===== src/logic/csie_map.vh =====
// Register map, field positions, reset values and bus codes of the comparator shortcut and interrupt block.
`ifndef CSIE_MAP_VH
`define CSIE_MAP_VH

// ==========================================================================
// Register byte offsets
`define CSIE_OFF_EVT_READY 12'h100
`define CSIE_OFF_EVT_DOWN 12'h104
`define CSIE_OFF_EVT_UP 12'h108
`define CSIE_OFF_EVT_CROSS 12'h10c
`define CSIE_OFF_SHORTCUTS 12'h200
`define CSIE_OFF_IRQ_DIRECT 12'h300
`define CSIE_OFF_IRQ_SET 12'h304
`define CSIE_OFF_IRQ_CLEAR 12'h308

// ==========================================================================
// Address width of the register window
`define CSIE_AW 12

// ==========================================================================
// Shortcut field positions
`define CSIE_SC_READY_SAMPLE 0
`define CSIE_SC_READY_STOP 1
`define CSIE_SC_DOWN_STOP 2
`define CSIE_SC_UP_STOP 3
`define CSIE_SC_CROSS_STOP 4
`define CSIE_SC_W 5

// ==========================================================================
// Event and interrupt enable field positions
`define CSIE_EV_READY 0
`define CSIE_EV_DOWN 1
`define CSIE_EV_UP 2
`define CSIE_EV_CROSS 3
`define CSIE_EV_W 4

// ==========================================================================
// Reset values
`define CSIE_RST_SHORTCUTS 5'h00
`define CSIE_RST_IRQ_EN 4'h0
`define CSIE_RST_EVT 4'h0

// ==========================================================================
// AXI4-Lite response codes
`define CSIE_RESP_OKAY 2'h0
`define CSIE_RESP_SLVERR 2'h2

`endif


===== src/logic/csie_top.v =====
// Comparator event shortcuts, event flags and interrupt enables behind an AXI4-Lite slave.
`timescale 1ns/1ps
`default_nettype none

`include "csie_map.vh"

module csie_top (
    // Clock, reset and clock enable
    input wire i_clk,
    input wire i_arst_n,
    input wire i_ce,
    // Comparator status from the analog side
    input wire i_cmp_ready,
    input wire i_cmp_down,
    input wire i_cmp_up,
    // Task triggers towards the analog side
    output reg o_task_sample,
    output reg o_task_stop,
    // Interrupt
    output reg o_irq,
    // AXI4-Lite write address channel
    input wire [`CSIE_AW-1:0] i_awaddr,
    input wire [2:0] i_awprot,
    input wire i_awvalid,
    output reg o_awready,
    // AXI4-Lite write data channel
    input wire [31:0] i_wdata,
    input wire [3:0] i_wstrb,
    input wire i_wvalid,
    output reg o_wready,
    // AXI4-Lite write response channel
    output reg [1:0] o_bresp,
    output reg o_bvalid,
    input wire i_bready,
    // AXI4-Lite read address channel
    input wire [`CSIE_AW-1:0] i_araddr,
    input wire [2:0] i_arprot,
    input wire i_arvalid,
    output reg o_arready,
    // AXI4-Lite read data channel
    output reg [31:0] o_rdata,
    output reg [1:0] o_rresp,
    output reg o_rvalid,
    input wire i_rready
);

    // ======================================================================
    // Address decode helper

    // Compares word addresses only, so the two low byte bits never matter.
    function csie_hit;
        input [`CSIE_AW-1:0] addr;
        input [`CSIE_AW-1:0] off;
        begin
            csie_hit = (addr[`CSIE_AW-1:2] == off[`CSIE_AW-1:2]);
        end
    endfunction

    // True when the address names any register of this block.
    function csie_mapped;
        input [`CSIE_AW-1:0] addr;
        begin
            csie_mapped = csie_hit(addr, `CSIE_OFF_EVT_READY) |
                          csie_hit(addr, `CSIE_OFF_EVT_DOWN) |
                          csie_hit(addr, `CSIE_OFF_EVT_UP) |
                          csie_hit(addr, `CSIE_OFF_EVT_CROSS) |
                          csie_hit(addr, `CSIE_OFF_SHORTCUTS) |
                          csie_hit(addr, `CSIE_OFF_IRQ_DIRECT) |
                          csie_hit(addr, `CSIE_OFF_IRQ_SET) |
                          csie_hit(addr, `CSIE_OFF_IRQ_CLEAR);
        end
    endfunction

    // ======================================================================
    // Declarations

    reg [2:0] sync1_r;
    reg [2:0] sync2_r;
    reg [2:0] sync3_r;
    wire ev_ready;
    wire ev_down;
    wire ev_up;
    wire ev_cross;
    wire [`CSIE_EV_W-1:0] ev_vec;

    reg [`CSIE_SC_W-1:0] shortcuts_r;
    reg [`CSIE_SC_W-1:0] shortcuts_nxt;
    reg [`CSIE_EV_W-1:0] irq_en_r;
    reg [`CSIE_EV_W-1:0] irq_en_nxt;
    reg [`CSIE_EV_W-1:0] evt_r;
    reg [`CSIE_EV_W-1:0] evt_nxt;

    reg [`CSIE_AW-1:0] awaddr_r;
    reg [31:0] wdata_r;
    reg [3:0] wstrb_r;
    reg aw_held_r;
    reg w_held_r;
    wire aw_take;
    wire w_take;
    wire do_wr;
    wire wr_lane0;
    wire ar_take;
    reg [31:0] rdata_nxt;

    wire task_sample_nxt;
    wire task_stop_nxt;

    // ======================================================================
    // Comparator input synchronisers

    // The analog status lines are asynchronous, so each passes two flops
    // before anything looks at it; the third flop only feeds edge detection.
    always @(posedge i_clk or negedge i_arst_n) begin
        if (!i_arst_n) begin
            sync1_r <= 3'h0;
            sync2_r <= 3'h0;
            sync3_r <= 3'h0;
        end else if (i_ce) begin
            sync1_r <= {i_cmp_up, i_cmp_down, i_cmp_ready};
            sync2_r <= sync1_r;
            sync3_r <= sync2_r;
        end
    end

    // ======================================================================
    // Event generation

    // Ready fires on the rising edge of the valid-output indication.
    assign ev_ready = sync2_r[0] & ~sync3_r[0];
    assign ev_down = sync2_r[1] & ~sync3_r[1];
    assign ev_up = sync2_r[2] & ~sync3_r[2];
    // Any crossing fires in the same cycle as its directional event.
    assign ev_cross = ev_down | ev_up;
    assign ev_vec = {ev_cross, ev_up, ev_down, ev_ready};

    // ======================================================================
    // Shortcut routing from events to tasks

    // Tasks are pulses of one cycle, one cycle after the event.
    assign task_sample_nxt = ev_ready & shortcuts_r[`CSIE_SC_READY_SAMPLE];
    assign task_stop_nxt = (ev_ready & shortcuts_r[`CSIE_SC_READY_STOP]) |
                           (ev_down & shortcuts_r[`CSIE_SC_DOWN_STOP]) |
                           (ev_up & shortcuts_r[`CSIE_SC_UP_STOP]) |
                           (ev_cross & shortcuts_r[`CSIE_SC_CROSS_STOP]);

    // Task and interrupt outputs are registered so no decode glitch leaves.
    always @(posedge i_clk or negedge i_arst_n) begin
        if (!i_arst_n) begin
            o_task_sample <= 1'b0;
            o_task_stop <= 1'b0;
            o_irq <= 1'b0;
        end else if (i_ce) begin
            o_task_sample <= task_sample_nxt;
            o_task_stop <= task_stop_nxt;
            o_irq <= |(evt_r & irq_en_r);
        end
    end

    // ======================================================================
    // Write channel capture

    // Address and data are accepted in either order and held until the
    // write is carried out; each ready drops while its channel is held.
    assign aw_take = i_awvalid & o_awready;
    assign w_take = i_wvalid & o_wready;
    assign do_wr = aw_held_r & w_held_r & ~o_bvalid;
    // Every field lives in byte lane zero, so only that strobe matters.
    assign wr_lane0 = do_wr & wstrb_r[0];

    always @(posedge i_clk or negedge i_arst_n) begin
        if (!i_arst_n) begin
            awaddr_r <= {`CSIE_AW{1'b0}};
            wdata_r <= 32'h00000000;
            wstrb_r <= 4'h0;
            aw_held_r <= 1'b0;
            w_held_r <= 1'b0;
            o_awready <= 1'b0;
            o_wready <= 1'b0;
            o_bvalid <= 1'b0;
            o_bresp <= `CSIE_RESP_OKAY;
        end else if (i_ce) begin
            if (aw_take) begin
                awaddr_r <= i_awaddr;
                aw_held_r <= 1'b1;
            end else if (do_wr) begin
                aw_held_r <= 1'b0;
            end
            if (w_take) begin
                wdata_r <= i_wdata;
                wstrb_r <= i_wstrb;
                w_held_r <= 1'b1;
            end else if (do_wr) begin
                w_held_r <= 1'b0;
            end
            o_awready <= ~(aw_held_r | aw_take) | do_wr;
            o_wready <= ~(w_held_r | w_take) | do_wr;
            if (do_wr) begin
                o_bvalid <= 1'b1;
                o_bresp <= csie_mapped(awaddr_r) ? `CSIE_RESP_OKAY : `CSIE_RESP_SLVERR;
            end else if (o_bvalid & i_bready) begin
                o_bvalid <= 1'b0;
            end
        end
    end

    // ======================================================================
    // Read channel

    // One read at a time: arready stays low from the address handshake
    // until the data handshake, which keeps the side effects to one read.
    assign ar_take = i_arvalid & o_arready;

    always @* begin
        rdata_nxt = 32'h00000000;
        if (csie_hit(i_araddr, `CSIE_OFF_EVT_READY)) begin
            rdata_nxt[0] = evt_r[`CSIE_EV_READY];
        end else if (csie_hit(i_araddr, `CSIE_OFF_EVT_DOWN)) begin
            rdata_nxt[0] = evt_r[`CSIE_EV_DOWN];
        end else if (csie_hit(i_araddr, `CSIE_OFF_EVT_UP)) begin
            rdata_nxt[0] = evt_r[`CSIE_EV_UP];
        end else if (csie_hit(i_araddr, `CSIE_OFF_EVT_CROSS)) begin
            rdata_nxt[0] = evt_r[`CSIE_EV_CROSS];
        end else if (csie_hit(i_araddr, `CSIE_OFF_SHORTCUTS)) begin
            rdata_nxt[`CSIE_SC_W-1:0] = shortcuts_r;
        end else if (csie_hit(i_araddr, `CSIE_OFF_IRQ_DIRECT) |
                     csie_hit(i_araddr, `CSIE_OFF_IRQ_SET) |
                     csie_hit(i_araddr, `CSIE_OFF_IRQ_CLEAR)) begin
            rdata_nxt[`CSIE_EV_W-1:0] = irq_en_r;
        end
    end

    always @(posedge i_clk or negedge i_arst_n) begin
        if (!i_arst_n) begin
            o_arready <= 1'b0;
            o_rvalid <= 1'b0;
            o_rdata <= 32'h00000000;
            o_rresp <= `CSIE_RESP_OKAY;
        end else if (i_ce) begin
            if (ar_take) begin
                o_arready <= 1'b0;
                o_rvalid <= 1'b1;
                o_rdata <= rdata_nxt;
                o_rresp <= csie_mapped(i_araddr) ? `CSIE_RESP_OKAY : `CSIE_RESP_SLVERR;
            end else if (o_rvalid & i_rready) begin
                o_rvalid <= 1'b0;
                o_arready <= 1'b1;
            end else if (~o_rvalid) begin
                o_arready <= 1'b1;
            end
        end
    end

    // ======================================================================
    // Shortcut register

    always @* begin
        shortcuts_nxt = shortcuts_r;
        if (wr_lane0 & csie_hit(awaddr_r, `CSIE_OFF_SHORTCUTS)) begin
            shortcuts_nxt = wdata_r[`CSIE_SC_W-1:0];
        end
    end

    // ======================================================================
    // Interrupt enables

    // All three views act on the same flops, so software running in two
    // contexts can set and clear single bits without a read-modify-write.
    always @* begin
        irq_en_nxt = irq_en_r;
        if (wr_lane0 & csie_hit(awaddr_r, `CSIE_OFF_IRQ_DIRECT)) begin
            irq_en_nxt = wdata_r[`CSIE_EV_W-1:0];
        end else if (wr_lane0 & csie_hit(awaddr_r, `CSIE_OFF_IRQ_SET)) begin
            irq_en_nxt = irq_en_r | wdata_r[`CSIE_EV_W-1:0];
        end else if (wr_lane0 & csie_hit(awaddr_r, `CSIE_OFF_IRQ_CLEAR)) begin
            irq_en_nxt = irq_en_r & ~wdata_r[`CSIE_EV_W-1:0];
        end
    end

    // ======================================================================
    // Event flags

    // A flag is sticky: a read of its register clears it, and a write
    // stores bit zero. A new event in the same cycle always wins, so no
    // event is lost to a clear that races it.
    always @* begin
        evt_nxt = evt_r;
        if (wr_lane0 & csie_hit(awaddr_r, `CSIE_OFF_EVT_READY)) begin
            evt_nxt[`CSIE_EV_READY] = wdata_r[0];
        end
        if (wr_lane0 & csie_hit(awaddr_r, `CSIE_OFF_EVT_DOWN)) begin
            evt_nxt[`CSIE_EV_DOWN] = wdata_r[0];
        end
        if (wr_lane0 & csie_hit(awaddr_r, `CSIE_OFF_EVT_UP)) begin
            evt_nxt[`CSIE_EV_UP] = wdata_r[0];
        end
        if (wr_lane0 & csie_hit(awaddr_r, `CSIE_OFF_EVT_CROSS)) begin
            evt_nxt[`CSIE_EV_CROSS] = wdata_r[0];
        end
        if (ar_take & csie_hit(i_araddr, `CSIE_OFF_EVT_READY)) begin
            evt_nxt[`CSIE_EV_READY] = 1'b0;
        end
        if (ar_take & csie_hit(i_araddr, `CSIE_OFF_EVT_DOWN)) begin
            evt_nxt[`CSIE_EV_DOWN] = 1'b0;
        end
        if (ar_take & csie_hit(i_araddr, `CSIE_OFF_EVT_UP)) begin
            evt_nxt[`CSIE_EV_UP] = 1'b0;
        end
        if (ar_take & csie_hit(i_araddr, `CSIE_OFF_EVT_CROSS)) begin
            evt_nxt[`CSIE_EV_CROSS] = 1'b0;
        end
        evt_nxt = evt_nxt | ev_vec;
    end

    // ======================================================================
    // Control state

    always @(posedge i_clk or negedge i_arst_n) begin
        if (!i_arst_n) begin
            shortcuts_r <= `CSIE_RST_SHORTCUTS;
            irq_en_r <= `CSIE_RST_IRQ_EN;
            evt_r <= `CSIE_RST_EVT;
        end else if (i_ce) begin
            shortcuts_r <= shortcuts_nxt;
            irq_en_r <= irq_en_nxt;
            evt_r <= evt_nxt;
        end
    end

    // The protection bits carry no meaning for this block.
    wire unused_prot;
    assign unused_prot = ^{i_awprot, i_arprot, wstrb_r[3:1], wdata_r[31:`CSIE_SC_W]};

endmodule

`default_nettype wire


===== config.mk =====
export PLATFORM = sky130hd
export DESIGN_NAME = csie_top
export DESIGN_NICKNAME = d
export VERILOG_FILES = /design/src/logic/csie_top.v
export VERILOG_INCLUDE_DIRS = /design/src /design/src/logic
export SDC_FILE = /design/constraint.sdc
export NUM_CORES = 1
export LEC_CHECK = 0
export ABC_AREA = 1
export BUFFER_PORTS_ARGS = -buffer_cell sky130_fd_sc_hd__buf_2
export CORE_ASPECT_RATIO = 0.5
export CORE_UTILIZATION = 48
export DETAILED_ROUTE_END_ITERATION = 12
export PLACE_DENSITY = 0.84
export SLEW_MARGIN = 20
export SYNTH_ARGS = -nofsm -noshare
export SYNTH_HDL_FRONTEND = slang
export SYNTH_SLANG_ARGS = --single-unit

===== constraint.sdc =====
create_clock -name i_clk -period 1.5 [get_ports i_clk]
set_input_delay 0.15 -clock i_clk [delete_from_list [all_inputs] [get_ports i_clk]]
set_output_delay 0.15 -clock i_clk [all_outputs]
set_load 0.05 [all_outputs]

==> impl_summary.md <==
Global routing
The via count of the first global-routing pass is 2092. For this run, global-route usage on met3 was measured as between 5 and 6%. For met2 alone, demand over resource in global routing was between 30% and 40%. The total congestion overflow after global routing is 0. For this run, global-route usage on met1 was measured as between 20% and 30%. After global routing, the most crowded layer is met2. The initial antenna violation count was 0.

The global-route wire length before repair is slightly below 10000 µm. Entering global routing, the biggest net connects 38 pins. The global-route usage over all layers is between 10% and 20%.

Detailed routing
The per-cell routed wire length is 12.0 µm. The routed wire length is just under 6000 µm. Detailed routing inserted a total of roughly 2.4k vias. The residual antenna-violating net count after detailed routing is 0. Using the TritonRoute via totals, the vias-per-cell ratio works out to 4.87. The post-route DRC violation count is 0. The first-pass detailed-route iteration total is 4. After the first detailed-routing iteration, the DRC count stood at approximately 120.

Logic synthesis
The post-synthesis cell area is 2940 µm². Sequential elements use a little under half of the synthesized area. Summed over all instances, the cell type with the most area after synthesis is sky130_fd_sc_hd__dfrtp_1.

In this run, synthesis inferred 0 flip-flops with an integrated enable. The area share of the largest cell type after synthesis is a little under half. The flip-flop cell with the highest count after synthesis is sky130_fd_sc_hd__dfrtp_1. Counting every instance in the synthesized netlist gives approximately 360. The warning count from the yosys run is 0. The number of distinct library cells after synthesis is 33. The flip-flop and latch count after synthesis is 55. Counting flops with an async set or reset pin after synthesis yields a share of 100%. A synthesized cell averages between 8 and 9 µm². After synthesis, the cell types taking the most area are sky130_fd_sc_hd__dfrtp_1 (47%), sky130_fd_sc_hd__nand2_1 (10%), sky130_fd_sc_hd__buf_4 (7.4%).

Timing
The final critical path takes up 95.7% of the cycle. After layout, the minimum clock period comes to 1440 ps. Setup repair after global routing could not meet its margin everywhere.

For the final routed database, the setup TNS stands at 0 ps. The final worst hold slack is ~50 ps. The total count of hold-check failures in the final report came to 0.

Timing would allow up to between 0.6 and 0.7 GHz. For the final database, setup skew stands at ~2.4 ps. The final number of setup-violating endpoints is 0. The max-slew violation count is 0.

Worst setup path
For the worst setup path, the data arrival time is around 1600 ps. The classification of the worst setup path is flop to flop. Along the worst path, the maximum fanout reaches 4. The element type at the critical path start is a flop. The signal on the critical path passes through nor2_1, nand3_2, inv_2, nand4_2, nand2_1, inv_1, o21ai_1, o21ai_1. Together, buffers and inverters on the worst path number 2.

The worst-path cell with the longest stage delay is sky130_fd_sc_hd__dfrtp_2. Data on the critical path is required at its endpoint by around 1700 ps. On the critical path the largest part of the delay comes from simple AND/OR/NAND/NOR gates. The largest single stage delay on the critical path is 410 ps. By instance count, the cell type seen most on the critical path is sky130_fd_sc_hd__o21ai_1. The endpoint kind of the worst setup timing path is a flop.

Floorplanning
The initial utilization of the core area, before any placement, comes to between 50% and 60%. After floorplanning, the core was divided into 19 placement rows. The number of placed I/O pins is approximately 120. The region available for standard cell placement spans roughly 5700 µm². Measured along the y axis, the die boundary spans approximately 57 µm. The overall die width is about 110 µm. The die covers between 6000 and 7000 µm².

Pwr
The total power of the final layout is around 5.1 mW. Power spread over the standard cell area amounts to between 1000 and 1500 nW/µm². The maximum resistive drop on vdd is roughly 1100 µV. The reported leakage power is 1.75 nW.

Placed design
The total instance count after detailed placement is 481. The wire-length estimate of the detail-placed layout is 4330 µm. The port buffer count is around 50. Routability-driven placement finished with a final weighted congestion of around 0.84.

Cells and area
The number of antenna diodes in the final layout is 0. The leading cell type in the layout, fill and taps excluded is sky130_fd_sc_hd__nand2_1. Of the cells placed in the final design, the portion with a size suffix greater than 1 is between 20% and 30%.

The filler-free cell count of the finished design is roughly 490. From synthesis to final layout, the design area changed by 16.7%. The top cell types in the final layout, fill and taps aside, are sky130_fd_sc_hd__nand2_1 (82), sky130_fd_sc_hd__dfrtp_1 (54), sky130_fd_sc_hd__buf_2 (51). The net count of the finished layout is just under 500.

CTS
The buffer levels on the longest clock path is 2. The clock tree root buffer cell is sky130_fd_sc_hd__clkbuf_16. TritonCTS created 5 clock buffers. TritonCTS built the clock tree. The CTS sink count is 55. The clock network latency to the later pin of the worst-skew pair is 290 ps. Clock-pin slew was measured on the worst setup and hold paths at around 70 ps.

CTS built an H-tree with a depth of 2.

Job
The number of max-capacitance violations reported is 0.

Hold path
The worst hold path class is input pin to flop.

Outcome
The run finished with clean final reports.
registers in the layout, summed over array words and instances, names as in the netlist, named ones only:
register,flops
o_rvalid,1
shortcuts_r,5
o_irq,1
aw_held_r,1
o_arready,1
o_rresp,1
o_awready,1
o_bresp,1
w_held_r,1
wstrb_r,1
awaddr_r,10
sync3_r,3
o_task_stop,1
sync2_r,3
o_bvalid,1
o_rdata,5
o_task_sample,1
wdata_r,5
o_wready,1
sync1_r,3
evt_r,4
final timing paths:
path,slack (ps),from,endpoint,cells past startpoint
max,60,o_bvalid,flop,8
min,50,i_cmp_down,sync1_r[1],3
max reg2reg,60,o_bvalid,flop,8
min reg2reg,480,sync1_r[1],sync1_r[1],2
max in group asynchronous,640,i_arst_n,o_irq,3
min in group asynchronous,340,i_arst_n,o_bvalid,2
cell families (layout without fill, tap and decap cells):
logic type | after synthesis | in the layout | share of synthesized area [%]
AOI/OAI and AO/OA | 58 | 58 | 11.3
buffers and inverters | 78 | 109 | 13.8
DFF | 55 | 55 | 46.7
muxes | 7 | 7 | 2.68
other | 1 | 29 | 0.127
and+or+nand+nor | 160 | 160 | 25.4
area by class of cell:
class | instances | area, µm²
Tap cell | 73 | 91.3
Timing Repair Buffer | 58 | 323
Clock inverter | 2 | 35.0
Multi-Input combinational cell | 254 | 1310
Fill cell | 511 | 2240
Inverter | 43 | 161
Sequential cell | 55 | 1380
Clock buffer | 6 | 139
what timing repair did:
action	4_1_cts	5_1_grt
resized for setup	0	10
hold buffers	1	0
endpoints found under the hold margin	18	0
buffers inserted	0	1
setup endpoints to repair	0	11
stage by stage:
stage	utilization, %	worst slack [ps]	cell area (µm²)
6_report	60.5	64.8	3440
2_1_floorplan	-	34.4	3050
4_1_cts	59.6	26.2	3390
5_1_grt	60.5	-69.1	3440
3_3_place_gp	56.4	99.6	3200
3_5_place_dp	56.4	77.1	3200
worst min-delay path, delay by kind of cell:
kind / cells / cell delay (ps)
buffers and inverters: 1 / 70
and+or+nand+nor: 2 / 90
cells in the mapped netlist, types with 5 or more instances:
master / count
sky130_fd_sc_hd__nor2_1: 30
sky130_fd_sc_hd__o21ai_0: 15
sky130_fd_sc_hd__nor2_4: 6
sky130_fd_sc_hd__o21ai_1: 14
sky130_fd_sc_hd__dfrtp_1: 55
sky130_fd_sc_hd__buf_4: 29
sky130_fd_sc_hd__inv_2: 5
sky130_fd_sc_hd__inv_1: 38
sky130_fd_sc_hd__mux2_2: 7
sky130_fd_sc_hd__nand3_1: 21
sky130_fd_sc_hd__a21oi_1: 15
sky130_fd_sc_hd__nand2_1: 82
sky130_fd_sc_hd__nor2_2: 6
where the power goes:
group	leakage [nW]	total [mW]	switching, mW	internal (mW)
logic	1.00	1.66	1.17	0.497
clock network	0.0868	1.34	0.506	0.830
registers	0.663	2.11	0.261	1.84
total	1.75	5.11	1.93	3.17
per-layer routing:
metal  share of wire [%]  routed length (µm)  up-vias
met4                 1.8                 104        0
li1                    -                   -     1209
met2                  43                2550       93
met1                  48                2820     1078
met3                 6.9                 409       10
met5                   0                   0        -
Note: power is estimated with default switching activity, not from simulation.
